===== src/sdc_regs.vh =====
`ifndef SDC_REGS_VH
`define SDC_REGS_VH

// frame layout
`define SDC_FRAME_BITS 16
`define SDC_CNT_FULL 5'h10
`define SDC_CH_BIT 15
`define SDC_CMD_HI 14
`define SDC_CMD_LO 13
`define SDC_CMD_SETPOINT 2'h0
`define SDC_CMD_DITHER 2'h1

// set point frame fields
`define SDC_SP_HI 9
`define SDC_SP_LO 0
`define SDC_DIAG_BIT 12
`define SDC_RANGE_BIT 11
`define SDC_CLIP_BIT 10

// dither frame fields
`define SDC_ED_BIT 12
`define SDC_DA_HI 11
`define SDC_DA_LO 7
`define SDC_DF_HI 6
`define SDC_DF_LO 0

// reset values
`define SDC_SP_RESET 10'h000
`define SDC_ED_RESET 1'h0
`define SDC_DA_RESET 5'h00
`define SDC_DF_RESET 7'h00
`define SDC_RESP_RESET 16'h0000

// set point scaling: switch point = code / 2^10 * 1230 mV
`define SDC_FULL_SCALE_MV 1230
// highest code below the 1178.35 mV saturation point
`define SDC_SP_SAT_CODE 10'h3d5
// code plus hysteresis above this lies beyond the upper limit
`define SDC_SP_HI_CODE 11'h3d6
// code below this plus hysteresis lies beyond the lower limit
`define SDC_SP_LO_CODE 11'h02a

`endif


===== src/sdc_config.v =====
// Contract
// - average switch point is code/1024 times 1230 mV, saturating at 1178.35 mV.
// - near range ends, range error depends on hysteresis as well as code.
// - new set point or hysteresis takes effect at frame select rising edge.
// - a new set point or hysteresis leaves the dither phase running.
// - dither frame B12 enables enhanced dither; resets to zero.
// - dither frame B11..B7 is the amplitude code; resets to zero.
// - dither frame B6..B0 is the frequency code; resets to zero.
// - dither response echoes enhanced bit and shadow amplitude and frequency.
// - new amplitude or frequency applies at start of next dither period.
// - B15 selects channel; B14..B13 select command, 00 set point, 01 dither.
// - set point frame B9..B0 holds the 10-bit current code, reset zero.
// - set point response B11 flags switch point beyond the valid range.
`timescale 1ns/10ps
`default_nettype none
`include "sdc_regs.vh"

module sdc_config
(
  // system
  input wire clk_sys_i,
  input wire nrst_i,
  // serial link pins
  input wire frame_select_n_i,
  input wire spi_clk_i,
  input wire spi_mosi_i,
  output reg spi_miso_o,
  output wire spi_miso_oe_o,
  // per-channel status from the power stage
  input wire [3:0] hyst_ch0_i,
  input wire [3:0] hyst_ch1_i,
  input wire diag_err_ch0_i,
  input wire diag_err_ch1_i,
  input wire dither_clip_ch0_i,
  input wire dither_clip_ch1_i,
  input wire dither_period_start_ch0_i,
  input wire dither_period_start_ch1_i,
  // channel 0 settings
  output reg [9:0] average_switch_point_ch0_o,
  output reg range_error_flag_ch0_o,
  output reg enhanced_dither_enable_ch0_o,
  output reg [4:0] dither_amplitude_code_ch0_o,
  output reg [6:0] dither_frequency_code_ch0_o,
  // channel 1 settings
  output reg [9:0] average_switch_point_ch1_o,
  output reg range_error_flag_ch1_o,
  output reg enhanced_dither_enable_ch1_o,
  output reg [4:0] dither_amplitude_code_ch1_o,
  output reg [6:0] dither_frequency_code_ch1_o
);
  // ----------------------------------------
  // pin synchronisers
  // ----------------------------------------
  // bit 2 frame select, bit 1 link clock, bit 0 data in
  reg [2:0] pin_s1;
  reg [2:0] pin_s2;
  reg [2:0] pin_s3;
  reg [2:0] pin_lvl;
  // a level change counts once stages two and three agree
  wire [2:0] pin_agree = ~(pin_s2 ^ pin_s3);
  wire [2:0] next_pin_lvl = (pin_agree & pin_s3) | (~pin_agree & pin_lvl);
  // first stage feeds only the second stage
  always @(posedge clk_sys_i)
  begin
    if (!nrst_i)
    begin
      pin_s1 <= 3'h5;
      pin_s2 <= 3'h5;
      pin_s3 <= 3'h5;
      pin_lvl <= 3'h5;
    end
    else
    begin
      pin_s1 <= {frame_select_n_i, spi_clk_i, spi_mosi_i};
      pin_s2 <= pin_s1;
      pin_s3 <= pin_s2;
      pin_lvl <= next_pin_lvl;
    end
  end
  // synced edges and levels
  wire fs_fall = pin_lvl[2] & ~next_pin_lvl[2];
  wire fs_rise = ~pin_lvl[2] & next_pin_lvl[2];
  wire sck_rise = ~pin_lvl[1] & next_pin_lvl[1];
  wire sck_fall = pin_lvl[1] & ~next_pin_lvl[1];
  wire selected = ~pin_lvl[2];
  wire mosi_bit = next_pin_lvl[0];
  // ----------------------------------------
  // frame shifter
  // ----------------------------------------
  reg [15:0] rx_shift;
  reg [15:0] tx_shift;
  reg [15:0] resp_word;
  reg [4:0] bit_cnt;
  // miso is driven only while the frame is selected
  assign spi_miso_oe_o = selected;
  // shift in on link clock rise, shift out on fall, msb first
  always @(posedge clk_sys_i)
  begin
    if (!nrst_i)
    begin
      rx_shift <= `SDC_RESP_RESET;
      tx_shift <= `SDC_RESP_RESET;
      bit_cnt <= 5'h00;
      spi_miso_o <= 1'b0;
    end
    else if (fs_fall)
    begin
      bit_cnt <= 5'h00;
      tx_shift <= {resp_word[14:0], 1'b0};
      spi_miso_o <= resp_word[15];
    end
    else if (selected)
    begin
      if (sck_rise)
      begin
        rx_shift <= {rx_shift[14:0], mosi_bit};
        // count saturates so an overlong frame never wraps back to sixteen
        bit_cnt <= (bit_cnt == 5'h1f) ? bit_cnt : bit_cnt + 5'h01;
      end
      if (sck_fall)
      begin
        spi_miso_o <= tx_shift[15];
        tx_shift <= {tx_shift[14:0], 1'b0};
      end
    end
  end
  // ----------------------------------------
  // command decode
  // ----------------------------------------
  // sixteen bits then rise
  wire frame_ok = fs_rise & (bit_cnt == `SDC_CNT_FULL);
  wire cmd_ch = rx_shift[`SDC_CH_BIT];
  wire [1:0] cmd_type = rx_shift[`SDC_CMD_HI:`SDC_CMD_LO];
  wire do_sp = frame_ok & (cmd_type == `SDC_CMD_SETPOINT);
  wire do_dither = frame_ok & (cmd_type == `SDC_CMD_DITHER);
  // ----------------------------------------
  // per-channel settings
  // ----------------------------------------
  reg [9:0] sp_code [0:1];
  reg [3:0] hyst_act [0:1];
  reg ed_reg [0:1];
  reg [4:0] da_shadow [0:1];
  reg [6:0] df_shadow [0:1];
  wire [1:0] period_start = {dither_period_start_ch1_i, dither_period_start_ch0_i};
  integer ch;
  // set point, hysteresis and dither shadows per channel
  always @(posedge clk_sys_i)
  begin
    if (!nrst_i)
    begin
      for (ch = 0; ch < 2; ch = ch + 1)
      begin
        sp_code[ch] <= `SDC_SP_RESET;
        hyst_act[ch] <= 4'h0;
        ed_reg[ch] <= `SDC_ED_RESET;
        da_shadow[ch] <= `SDC_DA_RESET;
        df_shadow[ch] <= `SDC_DF_RESET;
      end
    end
    else
    begin
      if (do_sp)
      begin
        sp_code[cmd_ch] <= rx_shift[`SDC_SP_HI:`SDC_SP_LO];
      end
      if (frame_ok)
      begin
        hyst_act[0] <= hyst_ch0_i;
        hyst_act[1] <= hyst_ch1_i;
      end
      if (do_dither)
      begin
        ed_reg[cmd_ch] <= rx_shift[`SDC_ED_BIT];
        da_shadow[cmd_ch] <= rx_shift[`SDC_DA_HI:`SDC_DA_LO];
        df_shadow[cmd_ch] <= rx_shift[`SDC_DF_HI:`SDC_DF_LO];
      end
    end
  end
  // ----------------------------------------
  // switch point and range check
  // ----------------------------------------
  wire [10:0] sum0 = {1'b0, sp_code[0]} + {7'h00, hyst_act[0]};
  wire [10:0] sum1 = {1'b0, sp_code[1]} + {7'h00, hyst_act[1]};
  wire [10:0] low0 = `SDC_SP_LO_CODE + {7'h00, hyst_act[0]};
  wire [10:0] low1 = `SDC_SP_LO_CODE + {7'h00, hyst_act[1]};
  wire range0 = (sp_code[0] != 10'h000) &
    ((sum0 > `SDC_SP_HI_CODE) | ({1'b0, sp_code[0]} < low0));
  wire range1 = (sp_code[1] != 10'h000) &
    ((sum1 > `SDC_SP_HI_CODE) | ({1'b0, sp_code[1]} < low1));
  always @(posedge clk_sys_i)
  begin
    if (!nrst_i)
    begin
      average_switch_point_ch0_o <= `SDC_SP_RESET;
      average_switch_point_ch1_o <= `SDC_SP_RESET;
      range_error_flag_ch0_o <= 1'b0;
      range_error_flag_ch1_o <= 1'b0;
    end
    else
    begin
      average_switch_point_ch0_o <= (sp_code[0] > `SDC_SP_SAT_CODE) ?
        `SDC_SP_SAT_CODE : sp_code[0];
      average_switch_point_ch1_o <= (sp_code[1] > `SDC_SP_SAT_CODE) ?
        `SDC_SP_SAT_CODE : sp_code[1];
      range_error_flag_ch0_o <= range0;
      range_error_flag_ch1_o <= range1;
    end
  end
  // ----------------------------------------
  // active dither settings
  // ----------------------------------------
  // no dither restart on set point change
  always @(posedge clk_sys_i)
  begin
    if (!nrst_i)
    begin
      enhanced_dither_enable_ch0_o <= `SDC_ED_RESET;
      enhanced_dither_enable_ch1_o <= `SDC_ED_RESET;
      dither_amplitude_code_ch0_o <= `SDC_DA_RESET;
      dither_amplitude_code_ch1_o <= `SDC_DA_RESET;
      dither_frequency_code_ch0_o <= `SDC_DF_RESET;
      dither_frequency_code_ch1_o <= `SDC_DF_RESET;
    end
    else
    begin
      enhanced_dither_enable_ch0_o <= ed_reg[0];
      enhanced_dither_enable_ch1_o <= ed_reg[1];
      if (period_start[0])
      begin
        dither_amplitude_code_ch0_o <= da_shadow[0];
        dither_frequency_code_ch0_o <= df_shadow[0];
      end
      if (period_start[1])
      begin
        dither_amplitude_code_ch1_o <= da_shadow[1];
        dither_frequency_code_ch1_o <= df_shadow[1];
      end
    end
  end
  // ----------------------------------------
  // response for the next frame
  // ----------------------------------------
  reg [15:0] next_resp;
  wire [1:0] diag_in = {diag_err_ch1_i, diag_err_ch0_i};
  wire [1:0] clip_in = {dither_clip_ch1_i, dither_clip_ch0_i};
  wire [9:0] new_sp = rx_shift[`SDC_SP_HI:`SDC_SP_LO];
  wire [3:0] new_hyst = cmd_ch ? hyst_ch1_i : hyst_ch0_i;
  wire [10:0] new_sum = {1'b0, new_sp} + {7'h00, new_hyst};
  wire [10:0] new_low = `SDC_SP_LO_CODE + {7'h00, new_hyst};
  wire new_range = (new_sp != 10'h000) &
    ((new_sum > `SDC_SP_HI_CODE) | ({1'b0, new_sp} < new_low));
  // build the echo word from the settings as they stand after this frame
  always @*
  begin
    next_resp = {rx_shift[15:13], 13'h0000};
    if (cmd_type == `SDC_CMD_SETPOINT)
    begin
      next_resp[`SDC_DIAG_BIT] = diag_in[cmd_ch];
      next_resp[`SDC_RANGE_BIT] = new_range;
      next_resp[`SDC_CLIP_BIT] = clip_in[cmd_ch];
      next_resp[`SDC_SP_HI:`SDC_SP_LO] = new_sp;
    end
    else if (cmd_type == `SDC_CMD_DITHER)
    begin
      next_resp[`SDC_ED_BIT] = rx_shift[`SDC_ED_BIT];
      next_resp[`SDC_DA_HI:`SDC_DA_LO] = rx_shift[`SDC_DA_HI:`SDC_DA_LO];
      next_resp[`SDC_DF_HI:`SDC_DF_LO] = rx_shift[`SDC_DF_HI:`SDC_DF_LO];
    end
  end
  // response register, replaced only by a complete frame
  always @(posedge clk_sys_i)
  begin
    if (!nrst_i)
    begin
      resp_word <= `SDC_RESP_RESET;
    end
    else if (frame_ok)
    begin
      resp_word <= next_resp;
    end
  end
endmodule
`default_nettype wire


===== config.mk =====
export PLATFORM = sky130hd
export DESIGN_NAME = sdc_config
export DESIGN_NICKNAME = d
export VERILOG_FILES = /design/src/sdc_config.v
export VERILOG_INCLUDE_DIRS = /design/src
export SDC_FILE = /design/constraint.sdc
export NUM_CORES = 1
export LEC_CHECK = 0
export BUFFER_PORTS_ARGS = -buffer_cell sky130_fd_sc_hd__buf_4
export CORE_MARGIN = 1
export CORE_UTILIZATION = 40
export CTS_CLUSTER_DIAMETER = 120
export DETAILED_ROUTE_END_ITERATION = 7
export PLACE_DENSITY_LB_ADDON = 0.05
export REMOVE_ABC_BUFFERS = 1
export SYNTH_ARGS = -nofsm -noshare
export SYNTH_HDL_FRONTEND = slang
export SYNTH_SLANG_ARGS = --single-unit
export TNS_END_PERCENT = 50

===== constraint.sdc =====
create_clock -name clk_sys_i -period 4.1 [get_ports clk_sys_i]
set_input_delay 0.615 -clock clk_sys_i [delete_from_list [all_inputs] [get_ports clk_sys_i]]
set_output_delay 0.615 -clock clk_sys_i [all_outputs]
set_load 0.03 [all_outputs]

# Word level (Yosys, flattened, before mapping)
# Memories as Yosys holds them, arrays and structs flattened. A register that Yosys moved wholly into a read port is not among the register bits.
# Cells that the tools add are included.
[totals] regBits=87 mem_bits_rw=54 output_inout_bits=50 word_cells=128 mem_count=5
[memory_table] name="sp_code" depth=2 width=10 read_ports=2 rd_ports_with_merged_regs=0 wr=2 line_no="sdc_config.v:139" rtl="reg [9:0] sp_code [0:1];"
[memory_table] name="df_shadow" depth=2 width=7 read_ports=2 rd_ports_with_merged_regs=2 wr=2 line_no="sdc_config.v:143" rtl="reg [6:0] df_shadow [0:1];"
[memory_table] name="da_shadow" depth=2 width=5 read_ports=2 rd_ports_with_merged_regs=2 wr=2 line_no="sdc_config.v:142" rtl="reg [4:0] da_shadow [0:1];"
[memory_table] name="hyst_act" depth=2 width=4 read_ports=2 rd_ports_with_merged_regs=0 wr=2 line_no="sdc_config.v:140" rtl="reg [3:0] hyst_act [0:1];"
[memory_table] name="ed_reg" depth=2 width=1 read_ports=2 rd_ports_with_merged_regs=2 wr=2 line_no="sdc_config.v:141" rtl="reg ed_reg [0:1];"
[op_classes] addsub=7 n_lt_le_gt_ge=9 eq_ne=4 mux=39 bitwise_logic=28 reduce_logical=21
[op_table] op="$mux 16" count=3
[op_table] op="$add 10x4->11" count=3
[op_table] op="$gt 11x10->1 const B" count=3
[op_table] op="$lt 10x7->1" count=3
[op_table] op="$mux 10" count=3
[op_table] op="$reduce_bool 10->1" count=3
[op_table] op="$mux 1" count=26
[op_table] op="$mux 13" count=2
[op_table] op="$add 6x4->7 const A" count=3
[op_table] op="$gt 10x10->1 const B" count=2
[op_table] op="$mux 4" count=3
[op_table] op="$and 1x1->1" count=10
[op_table] op="$eq 5x5->1 const B" count=2
[op_table] op="$reduce_or 10->1" count=1
[op_table] op="$mux 7" count=1
[op_table] op="$not 1->1" count=7
[op_table] op="$reduce_or 7->1" count=1
[op_table] op="$and 3x3->3" count=2
[op_table] op="$logic_not 1->1" count=6
[op_table] op="$not 3->3" count=2
[op_table] op="$reduce_and 3->1" count=2
[op_table] op="$reduce_or 2->1" count=3
[op_table] op="$add 5x1->5 const B" count=1
[op_table] op="$mux 5" count=1
[op_table] op="other kinds (11)" count=15

# Longest topological paths before layout
# Gate-level depths: netlist of the first run.
[depth] word_depth=13 ltp_mapped=10 ltp_nobuf=9

# Least setup slack after synthesis of the first run
# No wires, ideal clock.
[synth_timing] path_type="register to register" start="reg rx_shift[15]" end="reg resp_word[11]" setup_ns=0.070 t_arrival_ns=2.901 path_slack_ns=1.129 path_stages_with_launch=10 n_path_buf=1 cell_sequence="dfxtp_1 -> clkbuf_1 -> mux2_2 -> ha_1 -> fa_1 -> or4_1 -> or4_1 -> nand4_1 -> o2111ai_1 -> a21oi_1"
[synth_between] elab_chain_cells=6
[synth_lines] element="from (decl)" line_no="sdc_config.v:90" rtl="reg [15:0] rx_shift;"
[synth_lines] element="from (signal assigned)" line_no="sdc_config.v:101" rtl="rx_shift <= `SDC_RESP_RESET;"
[synth_lines] element="from (signal assigned)" line_no="sdc_config.v:116" rtl="rx_shift <= {rx_shift[14:0], mosi_bit};"
[synth_lines] element="$mux 4 (*)" line_no="sdc_config.v:247" rtl="wire [3:0] new_hyst = cmd_ch ? hyst_ch1_i : hyst_ch0_i;"
[synth_lines] element="$add 10x4->11 / $add 6x4->7 (equally long branches)"
[synth_lines] element="$gt 11x10->1 (no line) / $lt 10x7->1 (equally long branches)"
[synth_lines] element="$or 1x1->1 (*)" line_no="sdc_config.v:251" rtl="((new_sum > `SDC_SP_HI_CODE) | ({1'b0, new_sp} < new_low));"
[synth_lines] element="$and 1x1->1 (*)" line_no="sdc_config.v:250" rtl="wire new_range = (new_sp != 10'h000) &"
[synth_lines] element="$mux 13 (*)" line_no="sdc_config.v:256" rtl="if (cmd_type == `SDC_CMD_SETPOINT)"
[synth_lines] element="to (signal assigned)" line_no="sdc_config.v:275" rtl="resp_word <= `SDC_RESP_RESET;"
[synth_lines] element="to (signal assigned)" line_no="sdc_config.v:279" rtl="resp_word <= next_resp;"
[synth_lines] element="to (decl)" line_no="sdc_config.v:92" rtl="reg [15:0] resp_word;"
# Mark *: on every way between the ends. The rest lies on a longest branch, timed or not.
# A chain may end at the register's enable or synchronous reset.

# Worst setup path after layout of the first run
# Ends and elaborated chain as after synthesis.

==> summary.txt, run 1 <==
Place
  – Routability cong.: 0.876
  – Pre-CTS WS: 944 ps
  – DP HPWL: approximately 11 mm
  – Port bufs: 68

Synthesis
  – Yosys warns: 0
  – Synth top area share: 30.7%
  – Post-synth EDFFs: 52
  – Mean post-synth cell area: a little over 10 µm²
  – Largest area contributor in the synthesized netlist: dfxtp_1
  – Most numerous cell in the Yosys netlist: dfxtp_1
  – Post-synth ARST share: 0%
  – Top cells by count, synth: dfxtp_1 (115), nand2_1 (82), and2_1 (58)
  – Primary FF master, synth: dfxtp_1
  – Unique cell type count in the Yosys netlist: slightly below 60
  – Largest cells by area after synthesis: dfxtp_1 (31%), edfxtp_1 (21%), ha_1 (5.0%)
  – Mapped cell area: 0.00751 mm²
  – Seq/Total Area, Yosys: between 50% and 60%
  – Syn Inst Count: 722
  – Number of synthesized register bits: 167

Final layout
  – Share of cells above drive strength 1: 15.3%
  – # diodes: 0
  – Biggest regs: sp_code (20), resp_word (16), rx_shift (16)
  – Reg with most FFs: sp_code
  – Filler cell count: between 1500 and 2000
  – Final net count: 828
  – Area grow syn2layout: 17.7%
  – Final Core Density: 48.7%
  – Max reg flops: 20

Timing
  – Fmax: ~310 MHz
  – Slew Limit Fails: 0
  – Setup TNS: 0 ps
  – Worst setup margin: 908 ps
  – Clk_skew: 9.93 ps
  – Slew of the pin with the lowest slew margin: 920 ps
  – Min Tclk post-route: 3190 ps
  – RSZ-0062 raised after global routing: no
  – WHS: 377 ps
  – Finish-stage setup viols: 0
  – Final hold viol count: 0
  – Period utilization: 77.9%
  – Max_slew headroom: between 30% and 40%

Worst setup path
  – Startpoint types: flop
  – CP startpoint: rx_shift[15]
  – CP max stage delay: 730 ps
  – Reg2reg start: rx_shift[15]
  – CP max-delay cell: dfxtp_1
  – CP most frequent cell: or4_1
  – Crit path cell chain: mux2_2, ha_1, fa_1, or4_1, or4_1, nand4_1, o2111ai_1, a21oi_1
  – Crit Path Category: reg -> reg
  – Reg-to-reg endpoint: resp_word[11]
  – Crit-path max FO: 12
  – Setup crit end: resp_word[11]
  – FF-to-FF setup slack: 910 ps
  – CP Capture Type: flop
  – Crit path required time: 4450 ps
  – R2R depth: 8
  – Worst EP arrival: roughly 3500 ps

CTS
  – Quantity of hold-fixing buffers added after cts: 0
  – CTS buffer count: 17
  – CTS tree: yes
  – Root Buffer: clkbuf_16
  – Post-CTS sizing: 0
  – Max Buffers Root-to-Sink: 2
  – Worst skew pair latency: 420 ps
  – Clock-pin slew on the worst setup and hold paths: 60 ps
  – H-tree lvl count: 4
  – Buffers inserted by post-CTS timing repair: 0
  – Sink Count: 167

Route
  – Initial DRC count: 248
  – Vias: 5330
  – Routed wire per std cell: between 15 and 20 µm
  – Pre-Repair DR Iteration Count: 6
  – Post-route ant nets: 0
  – Routed wire length: roughly 16 mm
  – DRC viols: 0
  – Via density: 5.24

Die
  – Die height: about 140 µm
  – Core ar.: 0.0181 mm²
  – Full die area: 0.0193 mm²
  – Initial Util: 41.4%
  – Die width: 139 µm
  – # rows: 49
  – Number of I/O pins: 69

GRT
  – Gr ovfl total: 0
  – GRT Util Overall: 17.2%
  – Vias in the first global route: 5192
  – Global-route wire length before repair: 26.1 mm
  – Largest net degree at the start of global routing: 123
  – Antenna violations before repair: 0

Power
  – Switching Fraction: around 23%
  – Clock share of power: between 40 and 50%
  – Worst VDD drop: 276 µV
  – Cell Int Power: 2.85 mW
  – Combinational power share: 7.7%
  – NetSw: approximately 860 µW
  – Seq pwr share: 48.4%
  – Pwr dens: roughly 420 mW/mm²
  – Total power: around 3.7 mW
  – Leakage: 3.49 nW

Outcome
  – Status: finished clean

Run
  – # Max-Cap Violations: 0

Min path
  – Hold Path Class: in -> reg
## power by group through the flow
| stage | clock network, mW | registers (mW) | logic, mW |
|---|---|---|---|
| after floorplan | 0 | 1.87 | 0.131 |
| after global placement | 0 | 1.83 | 0.283 |
| after detailed placement | 0 | 1.83 | 0.287 |
| after CTS | 1.66 | 1.80 | 0.289 |
| after global routing | 1.73 | 1.80 | 0.311 |
| final | 1.62 | 1.80 | 0.286 |
## layout make-up
cell class	instances	area, µm²	share of cell area (%)
Sequential cell	167	3860	43.7
Multi-Input combinational cell	498	3420	38.8
Clock inverter	11	100	1.13
Inverter	16	60.1	0.680
Timing Repair Buffer	76	583	6.60
Tap cell	229	287	3.24
Clock buffer	21	514	5.82
## per-layer routing
layer	up-vias	track usage, %	share of wire, %
li1	2666	-	-
met1	2537	21.3	47
met2	101	29.0	47
met3	26	3.59	3.2
met4	0	7.31	2.2
met5	-	0	0
## worst min path at each step
stage	startpoint	end	slack, ps	cells past startpoint
6_report	spi_mosi_i	pin_s1[0]	380	2
2_1_floorplan	pin_s1[0]	pin_s2[0]	390	1
3_5_place_dp	pin_s1[0]	pin_s2[0]	390	1
4_1_cts	spi_mosi_i	pin_s1[0]	360	2
3_3_place_gp	pin_s1[0]	pin_s2[0]	400	1
5_1_grt	spi_mosi_i	pin_s1[0]	360	2
## cell usage in the layout, fill, tap and decap left out, types with 20 or more instances in the layout
cell and n:
dfxtp_1 115, nor2b_1 32, edfxtp_1 52, buf_4 75, and2_1 58, clkbuf_16 20
a21boi_0 41, nor2_1 22, a21oi_1 22, mux2i_1 30, ha_1 30, nand2_1 82
## worst max-delay path: cells and delay by family (launching register included)
family | cells | cell delay, ps
AO/OA/AOI/OAI | 2 | 270
flip-flops | 1 | 730
multiplexers | 1 | 430
adder cells (fa/ha/maj) | 2 | 660
AND/OR/NAND/NOR | 3 | 1020
## logic make-up (layout without fill, tap and decap cells)
| logic type | count (synthesis) | in the layout | synth area share [%] |
|---|---|---|---|
| flops | 167 | 167 | 51.5 |
| buf+inv | 57 | 124 | 2.90 |
| fa+ha+maj | 33 | 33 | 5.80 |
| simple gates | 280 | 280 | 20.9 |
| xor+xnor | 8 | 8 | 0.934 |
| mux | 36 | 36 | 4.90 |
| compound gates | 141 | 141 | 13.1 |
## through the flow
step / cells / instance area [µm²]
2_1_floorplan: 681 / 7350
4_1_cts: 1018 / 8830
3_5_place_dp: 986 / 8220
5_1_grt: 1018 / 8830
3_3_place_gp: 986 / 8220
6_report: 1018 / 8830
Note: power is estimated with default switching activity, not from simulation.
==> run 2, diff against run 1 <==
==> constraint.sdc (replaced) <==
create_clock -name clk_sys_i -period 2.9 [get_ports clk_sys_i]
set_input_delay 0.435 -clock clk_sys_i [delete_from_list [all_inputs] [get_ports clk_sys_i]]
set_output_delay 0.435 -clock clk_sys_i [all_outputs]
set_load 0.03 [all_outputs]
==> run 2 against run 1 <==
Effect of this change: the flow now finishes with violations (DRC); clock skew about the same; sequential share of layout area decreased by 0.49 points; sequential cell count unchanged; register-to-register slack got worse by 780 ps; critical path type unchanged; sequential power increased by 41%; via count increased by 1.5%; count of clock-buffer cells in the layout increased by 3; global-route usage increased by 1.2 points; die area unchanged; final cell count increased by 1.2%; largest cell class unchanged; cell area increased by 1.2%.
==> summary.txt, run 2 (synthesis results as in run 1) <==
Outcome
  – Status: finished with violations
  – Failing checks: DRC

CTS
  – Sink Count: 167
  – Buffers inserted by post-CTS timing repair: 0
  – Clock-pin slew on the worst setup and hold paths: 60 ps
  – Max Buffers Root-to-Sink: 2
  – H-tree lvl count: 4
  – Root Buffer: clkbuf_16
  – CTS buffer count: 17
  – Worst skew pair latency: 420 ps
  – Quantity of hold-fixing buffers added after cts: 0
  – CTS tree: yes

Power
  – Leakage: around 3.5 nW
  – Total power: 5.29 mW
  – Pwr dens: between 500 and 600 mW/mm²
  – Combinational power share: 7.6%
  – Switching Fraction: 22.9%
  – Clock share of power: 44.4%
  – Seq pwr share: 48.0%
  – Cell Int Power: 4.08 mW
  – NetSw: 1.21 mW
  – Worst VDD drop: approximately 360 µV

Place
  – DP HPWL: around 11 mm
  – Port bufs: 68
  – Placed inst area: 0.00831 mm²
  – Routability cong.: 0.803

GRT
  – Global-route wire length before repair: 27.6 mm
  – GRT Util Overall: 18.4%
  – Gr ovfl total: 0
  – Largest net degree at the start of global routing: 123
  – Vias in the first global route: 5297
  – Antenna violations before repair: 1

Route
  – Post-route ant nets: 0
  – Pre-Repair DR Iteration Count: 8
  – Vias: 5411
  – Initial DRC count: 338
  – Routed wire length: 17.0 mm
  – DRC viols: 6
  – Via density: 5.25
  – Routed wire per std cell: 16.5 µm

Timing
  – Period utilization: 95.7%
  – Fmax: 360 MHz
  – Clk_skew: 9.94 ps
  – RSZ-0062 raised after global routing: no
  – Slew of the pin with the lowest slew margin: between 800 and 900 ps
  – Setup TNS: 0 ps
  – Min Tclk post-route: 2780 ps
  – Slew Limit Fails: 0
  – Final hold viol count: 0
  – Max_slew headroom: 41.1%
  – Finish-stage setup viols: 0

Worst setup path
  – Worst EP arrival: approximately 3100 ps
  – CP most frequent cell: or4_1
  – CP Capture Type: flop
  – Crit Path Category: reg -> reg
  – Reg2reg start: rx_shift[15]
  – Crit path required time: 3250 ps
  – R2R depth: 8
  – Crit path cell chain: mux2_2, ha_1, fa_1, or4_1, or4_1, nand4_1, o2111ai_1, a21oi_1
  – CP max stage delay: between 500 and 600 ps
  – CP max-delay cell: or4_1
  – Crit-path max FO: 5
  – Startpoint types: flop
  – CP startpoint: rx_shift[15]

Final layout
  – Filler cell count: 1671
  – Final instance area: 0.00893 mm²
  – Reg with most FFs: sp_code
  – Most common cell after layout, fill and taps aside: dfxtp_1
  – Share of cells above drive strength 1: 16.5%
  – Most frequent cells in the layout: dfxtp_1 (114), buf_4 (87), nand2_1 (82)
  – Biggest regs: sp_code (20), resp_word (16), rx_shift (16)
  – Area grow syn2layout: 19.0%
  – Seq. cell area: roughly 0.0039 mm²
  – Final Core Density: between 40% and 50%
  – Final net count: between 800 and 900
  – # diodes: 0
  – Max reg flops: 20
  – Multi-input gate area: 0.00342 mm²

Die
  – Initial Util: 41.4%
  – Die height: 139 µm
  – Core ar.: 0.0181 mm²
  – Full die area: 0.0193 mm²
  – Die width: 139 µm
  – Number of I/O pins: 69
  – # rows: 49

Min path
  – Hold path start: spi_mosi_i
  – Hold path depth: 2
  – Hold Path Class: in -> reg

Run
  – # Max-Cap Violations: 0
==> run 2: cell types whose count changed in the layout (fill, tap and decap cells not counted), sizes merged <==
cell      previous run  this run
clkinv               3         2
inv                 22        19
clkbuf              21        24
clkinvlp             1         2
buf                 76        88
==> run 2: metal layers <==
layer,GRT usage [%],part of all wire (%),vias up
met2,31.7,50,100
met3,3.73,3.2,15
met5,0,0,-
met4,6.32,1.2,0
met1,22.9,46,2614
li1,-,-,2682
==> run 2: path summary, 6_finish.rpt <==
| check | to | slack, ps |
|---|---|---|
| max reg2reg | resp_word[11] | 120 |
| max | resp_word[11] | 120 |
| min reg2reg | pin_s2[0] | 410 |
| min | pin_s1[0] | 190 |
==> run 2: worst max-delay path: cells and delay by family (launching register included) <==
kind | cells | cell delay (ps)
mux | 1 | 370
fa+ha+maj | 2 | 650
simple gates | 3 | 1040
compound gates | 2 | 280
flops | 1 | 380
==> run 2: layout make-up <==
| cell class | instances | share of cell area [%] |
|---|---|---|
| clock buffers | 24 | 6.12 |
| clock inverters | 8 | 0.882 |
| inverters | 16 | 0.672 |
| multi-input cells | 498 | 38.3 |
| flip-flops and latches | 167 | 43.3 |
| well taps | 229 | 3.21 |
| repair buffers | 88 | 7.53 |
==> run 2: per-stage QoR <==
| step | std cells | hold slack [ps] | setup slack, ps |
|---|---|---|---|
| after CTS | 1030 | 173 | 80.4 |
| after global routing | 1030 | 180 | 29.5 |
| after global placement | 998 | 393 | 70.9 |
| after detailed placement | 998 | 398 | 62.7 |
| after floorplan | 681 | 386 | 72.0 |
| final | 1030 | 191 | 124 |
==> run 2: what timing repair did <==
item | CTS | global route
resized for setup | 0 | 1
endpoints found under the hold margin | 0 | 0
setup endpoints to repair | 0 | 1
==> run 2: power by group through the flow <==
stage	clock (mW)	combinational, mW	sequential, mW
final	2.34	0.403	2.54
after global routing	2.50	0.443	2.55
after CTS	2.40	0.406	2.54
after detailed placement	0	0.405	2.59
after global placement	0	0.397	2.59
after floorplan	0	0.185	2.65
==> run 3, diff against run 2 <==
==> constraint.sdc (replaced) <==
create_clock -name clk_sys_i -period 2.9 [get_ports clk_sys_i]
set_input_delay 0.29 -clock clk_sys_i [delete_from_list [all_inputs] [get_ports clk_sys_i]]
set_output_delay 0.29 -clock clk_sys_i [all_outputs]
set_load 0.03 [all_outputs]
==> run 3 against run 2 <==
Effect of this change: the run still ends with DRC left; sequential power is essentially flat; global-route usage grew 0.37 points; highest routed layer unchanged; via count shrank 0.65%; combinational power is essentially flat; critical path depth is the same; critical endpoint unchanged; largest power group unchanged.
==> summary.txt, run 3 (synthesis results as in run 1) <==
Outcome
  – Status: finished with violations
  – Failing checks: DRC

GRT
  – GRT Util Overall: 18.8%
  – Largest net degree at the start of global routing: 38
  – Antenna violations before repair: 0
  – Gr ovfl total: 0
  – Global-route wire length before repair: 28.0 mm
  – Vias in the first global route: 5268

Final layout
  – Most common cell after layout, fill and taps aside: dfxtp_1
  – Seq. cell area: 0.00386 mm²
  – Share of cells above drive strength 1: 16.7%
  – # diodes: 0
  – Max reg flops: 20
  – Multi-input gate area: 0.00342 mm²
  – Filler cell count: 1656
  – Final net count: between 800 and 900
  – Most frequent cells in the layout: dfxtp_1 (114), buf_4 (88), nand2_1 (82)
  – Biggest regs: sp_code (20), resp_word (16), rx_shift (16)
  – Area grow syn2layout: 18.2%
  – Non-Filler Instances: about 1000
  – Reg with most FFs: sp_code

Worst setup path
  – Reg-to-reg endpoint: resp_word[11]
  – Crit path required time: 3260 ps
  – CP most frequent cell: or4_1
  – CP Capture Type: flop
  – FF-to-FF setup slack: 110 ps
  – CP max stage delay: 510 ps
  – Worst EP arrival: roughly 3200 ps
  – R2R depth: 8
  – Crit Path Category: reg -> reg
  – CP max-delay cell: or4_1
  – Crit-path max FO: 5
  – Crit path cell chain: mux2_2, ha_1, fa_1, or4_1, or4_1, nand4_1, o2111ai_1, a21oi_1
  – Startpoint types: flop
  – Reg2reg start: rx_shift[15]

Power
  – Worst VDD drop: 414 µV
  – Pwr dens: 580 mW/mm²
  – Leakage: about 3.5 nW

Timing
  – Clk_skew: 12.0 ps
  – Final hold viol count: 0
  – Min Tclk post-route: 2790 ps
  – Slew of the pin with the lowest slew margin: 844 ps
  – Finish-stage setup viols: 0
  – Period utilization: 96.2%
  – RSZ-0062 raised after global routing: no
  – Fmax: 359 MHz
  – Setup TNS: 0 ps
  – Slew Limit Fails: 0
  – Max_slew headroom: a little over two fifths

Die
  – Initial Util: 41.4%
  – # rows: 49
  – Core ar.: 0.0181 mm²
  – Number of I/O pins: between 60 and 70
  – Full die area: 0.0193 mm²
  – Die width: roughly 140 µm
  – Die height: 139 µm

Place
  – DP Cell Count: 998
  – Routability cong.: 0.836
  – DP HPWL: 11.6 mm
  – Port bufs: 68

CTS
  – CTS buffer count: 17
  – Max Buffers Root-to-Sink: 2
  – Sink Count: 167
  – Worst skew pair latency: between 400 and 500 ps
  – H-tree lvl count: 4
  – Root Buffer: clkbuf_16
  – Clock-pin slew on the worst setup and hold paths: approximately 70 ps
  – CTS tree: yes

Route
  – Via density: 5.22
  – DRC viols: 5
  – Vias: 5376
  – Routed wire per std cell: about 17 µm
  – Routed wire length: 17.3 mm
  – Initial DRC count: 331
  – Post-route ant nets: 0
  – Pre-Repair DR Iteration Count: 8

Run
  – # Max-Cap Violations: 0

Min path
  – Hold path depth: 2
  – Min-Delay Endpoint: pin_s1[0]
  – Hold path start: spi_mosi_i
  – Hold Path Class: in -> reg
[run 3: cell count changes in the layout (fill, tap and decap cells not counted)]
| cell | before | now |
|---|---|---|
| clkbuf_1 | 2 | 0 |
| inv_6 | 2 | 4 |
| clkbuf_8 | 1 | 3 |
| buf_4 | 87 | 88 |
| clkinvlp_4 | 2 | 1 |
| bufinv_16 | 1 | 0 |
| clkbuf_16 | 21 | 18 |
| buf_12 | 1 | 0 |
| clkinv_4 | 0 | 3 |
[run 3: stage by stage]
step	hold WS, ps	power [mW]	setup slack, ps	util [%]	area, µm²
after floorplan	362	2.83	72.0	-	7350
after global placement	403	2.99	132	45.7	8300
after detailed placement	405	3.00	73.7	45.7	8300
after CTS	25.6	5.20	62.9	48.9	8870
after global routing	32.4	5.35	49.6	48.9	8870
final	39.8	5.15	111	48.9	8870
[run 3: worst max-delay path, delay by kind of cell (launching register included)]
kind	cells	cell delay (ps)
and+or+nand+nor	3	1040
adders and majority gates	2	660
DFF	1	370
muxes	1	370
AOI/OAI and AO/OA	2	280
[run 3: worst max path at each step]
stage / endpoint / from
floorplan: resp_word[11] / rx_shift[15]
global placement: resp_word[11] / rx_shift[15]
detailed placement: resp_word[11] / rx_shift[15]
CTS: resp_word[11] / rx_shift[15]
global route: resp_word[11] / rx_shift[15]
finish: resp_word[11] / rx_shift[15]
[run 3: per-layer routing]
layer | global-route usage, % | wire length [µm]
met5 | 0 | 0
met4 | 6.73 | 228
met2 | 31.3 | 8420
met3 | 3.94 | 509
met1 | 24.0 | 8170
[run 3: layout make-up]
| cell class | instances | area share [%] |
|---|---|---|
| repair buffers | 88 | 7.45 |
| clock inverters | 11 | 0.959 |
| well taps | 229 | 3.23 |
| multi-input cells | 498 | 38.6 |
| inverters | 16 | 0.677 |
| clock buffers | 21 | 5.54 |
| flip-flops and latches | 167 | 43.6 |
[run 3: repair_timing]
item,in CTS,in global routing
endpoints found under the setup margin,0,1
buffers inserted,0,0
gates resized for setup,0,1
hold buffers,0,0
hold endpoints to repair,0,0
[run 3: power by group]
group | internal, mW | total [mW] | switching (mW)
sequential | 2.48 | 2.54 | 0.0540
combinational | 0.174 | 0.405 | 0.231
clock | 1.23 | 2.21 | 0.977
total | 3.89 | 5.15 | 1.26
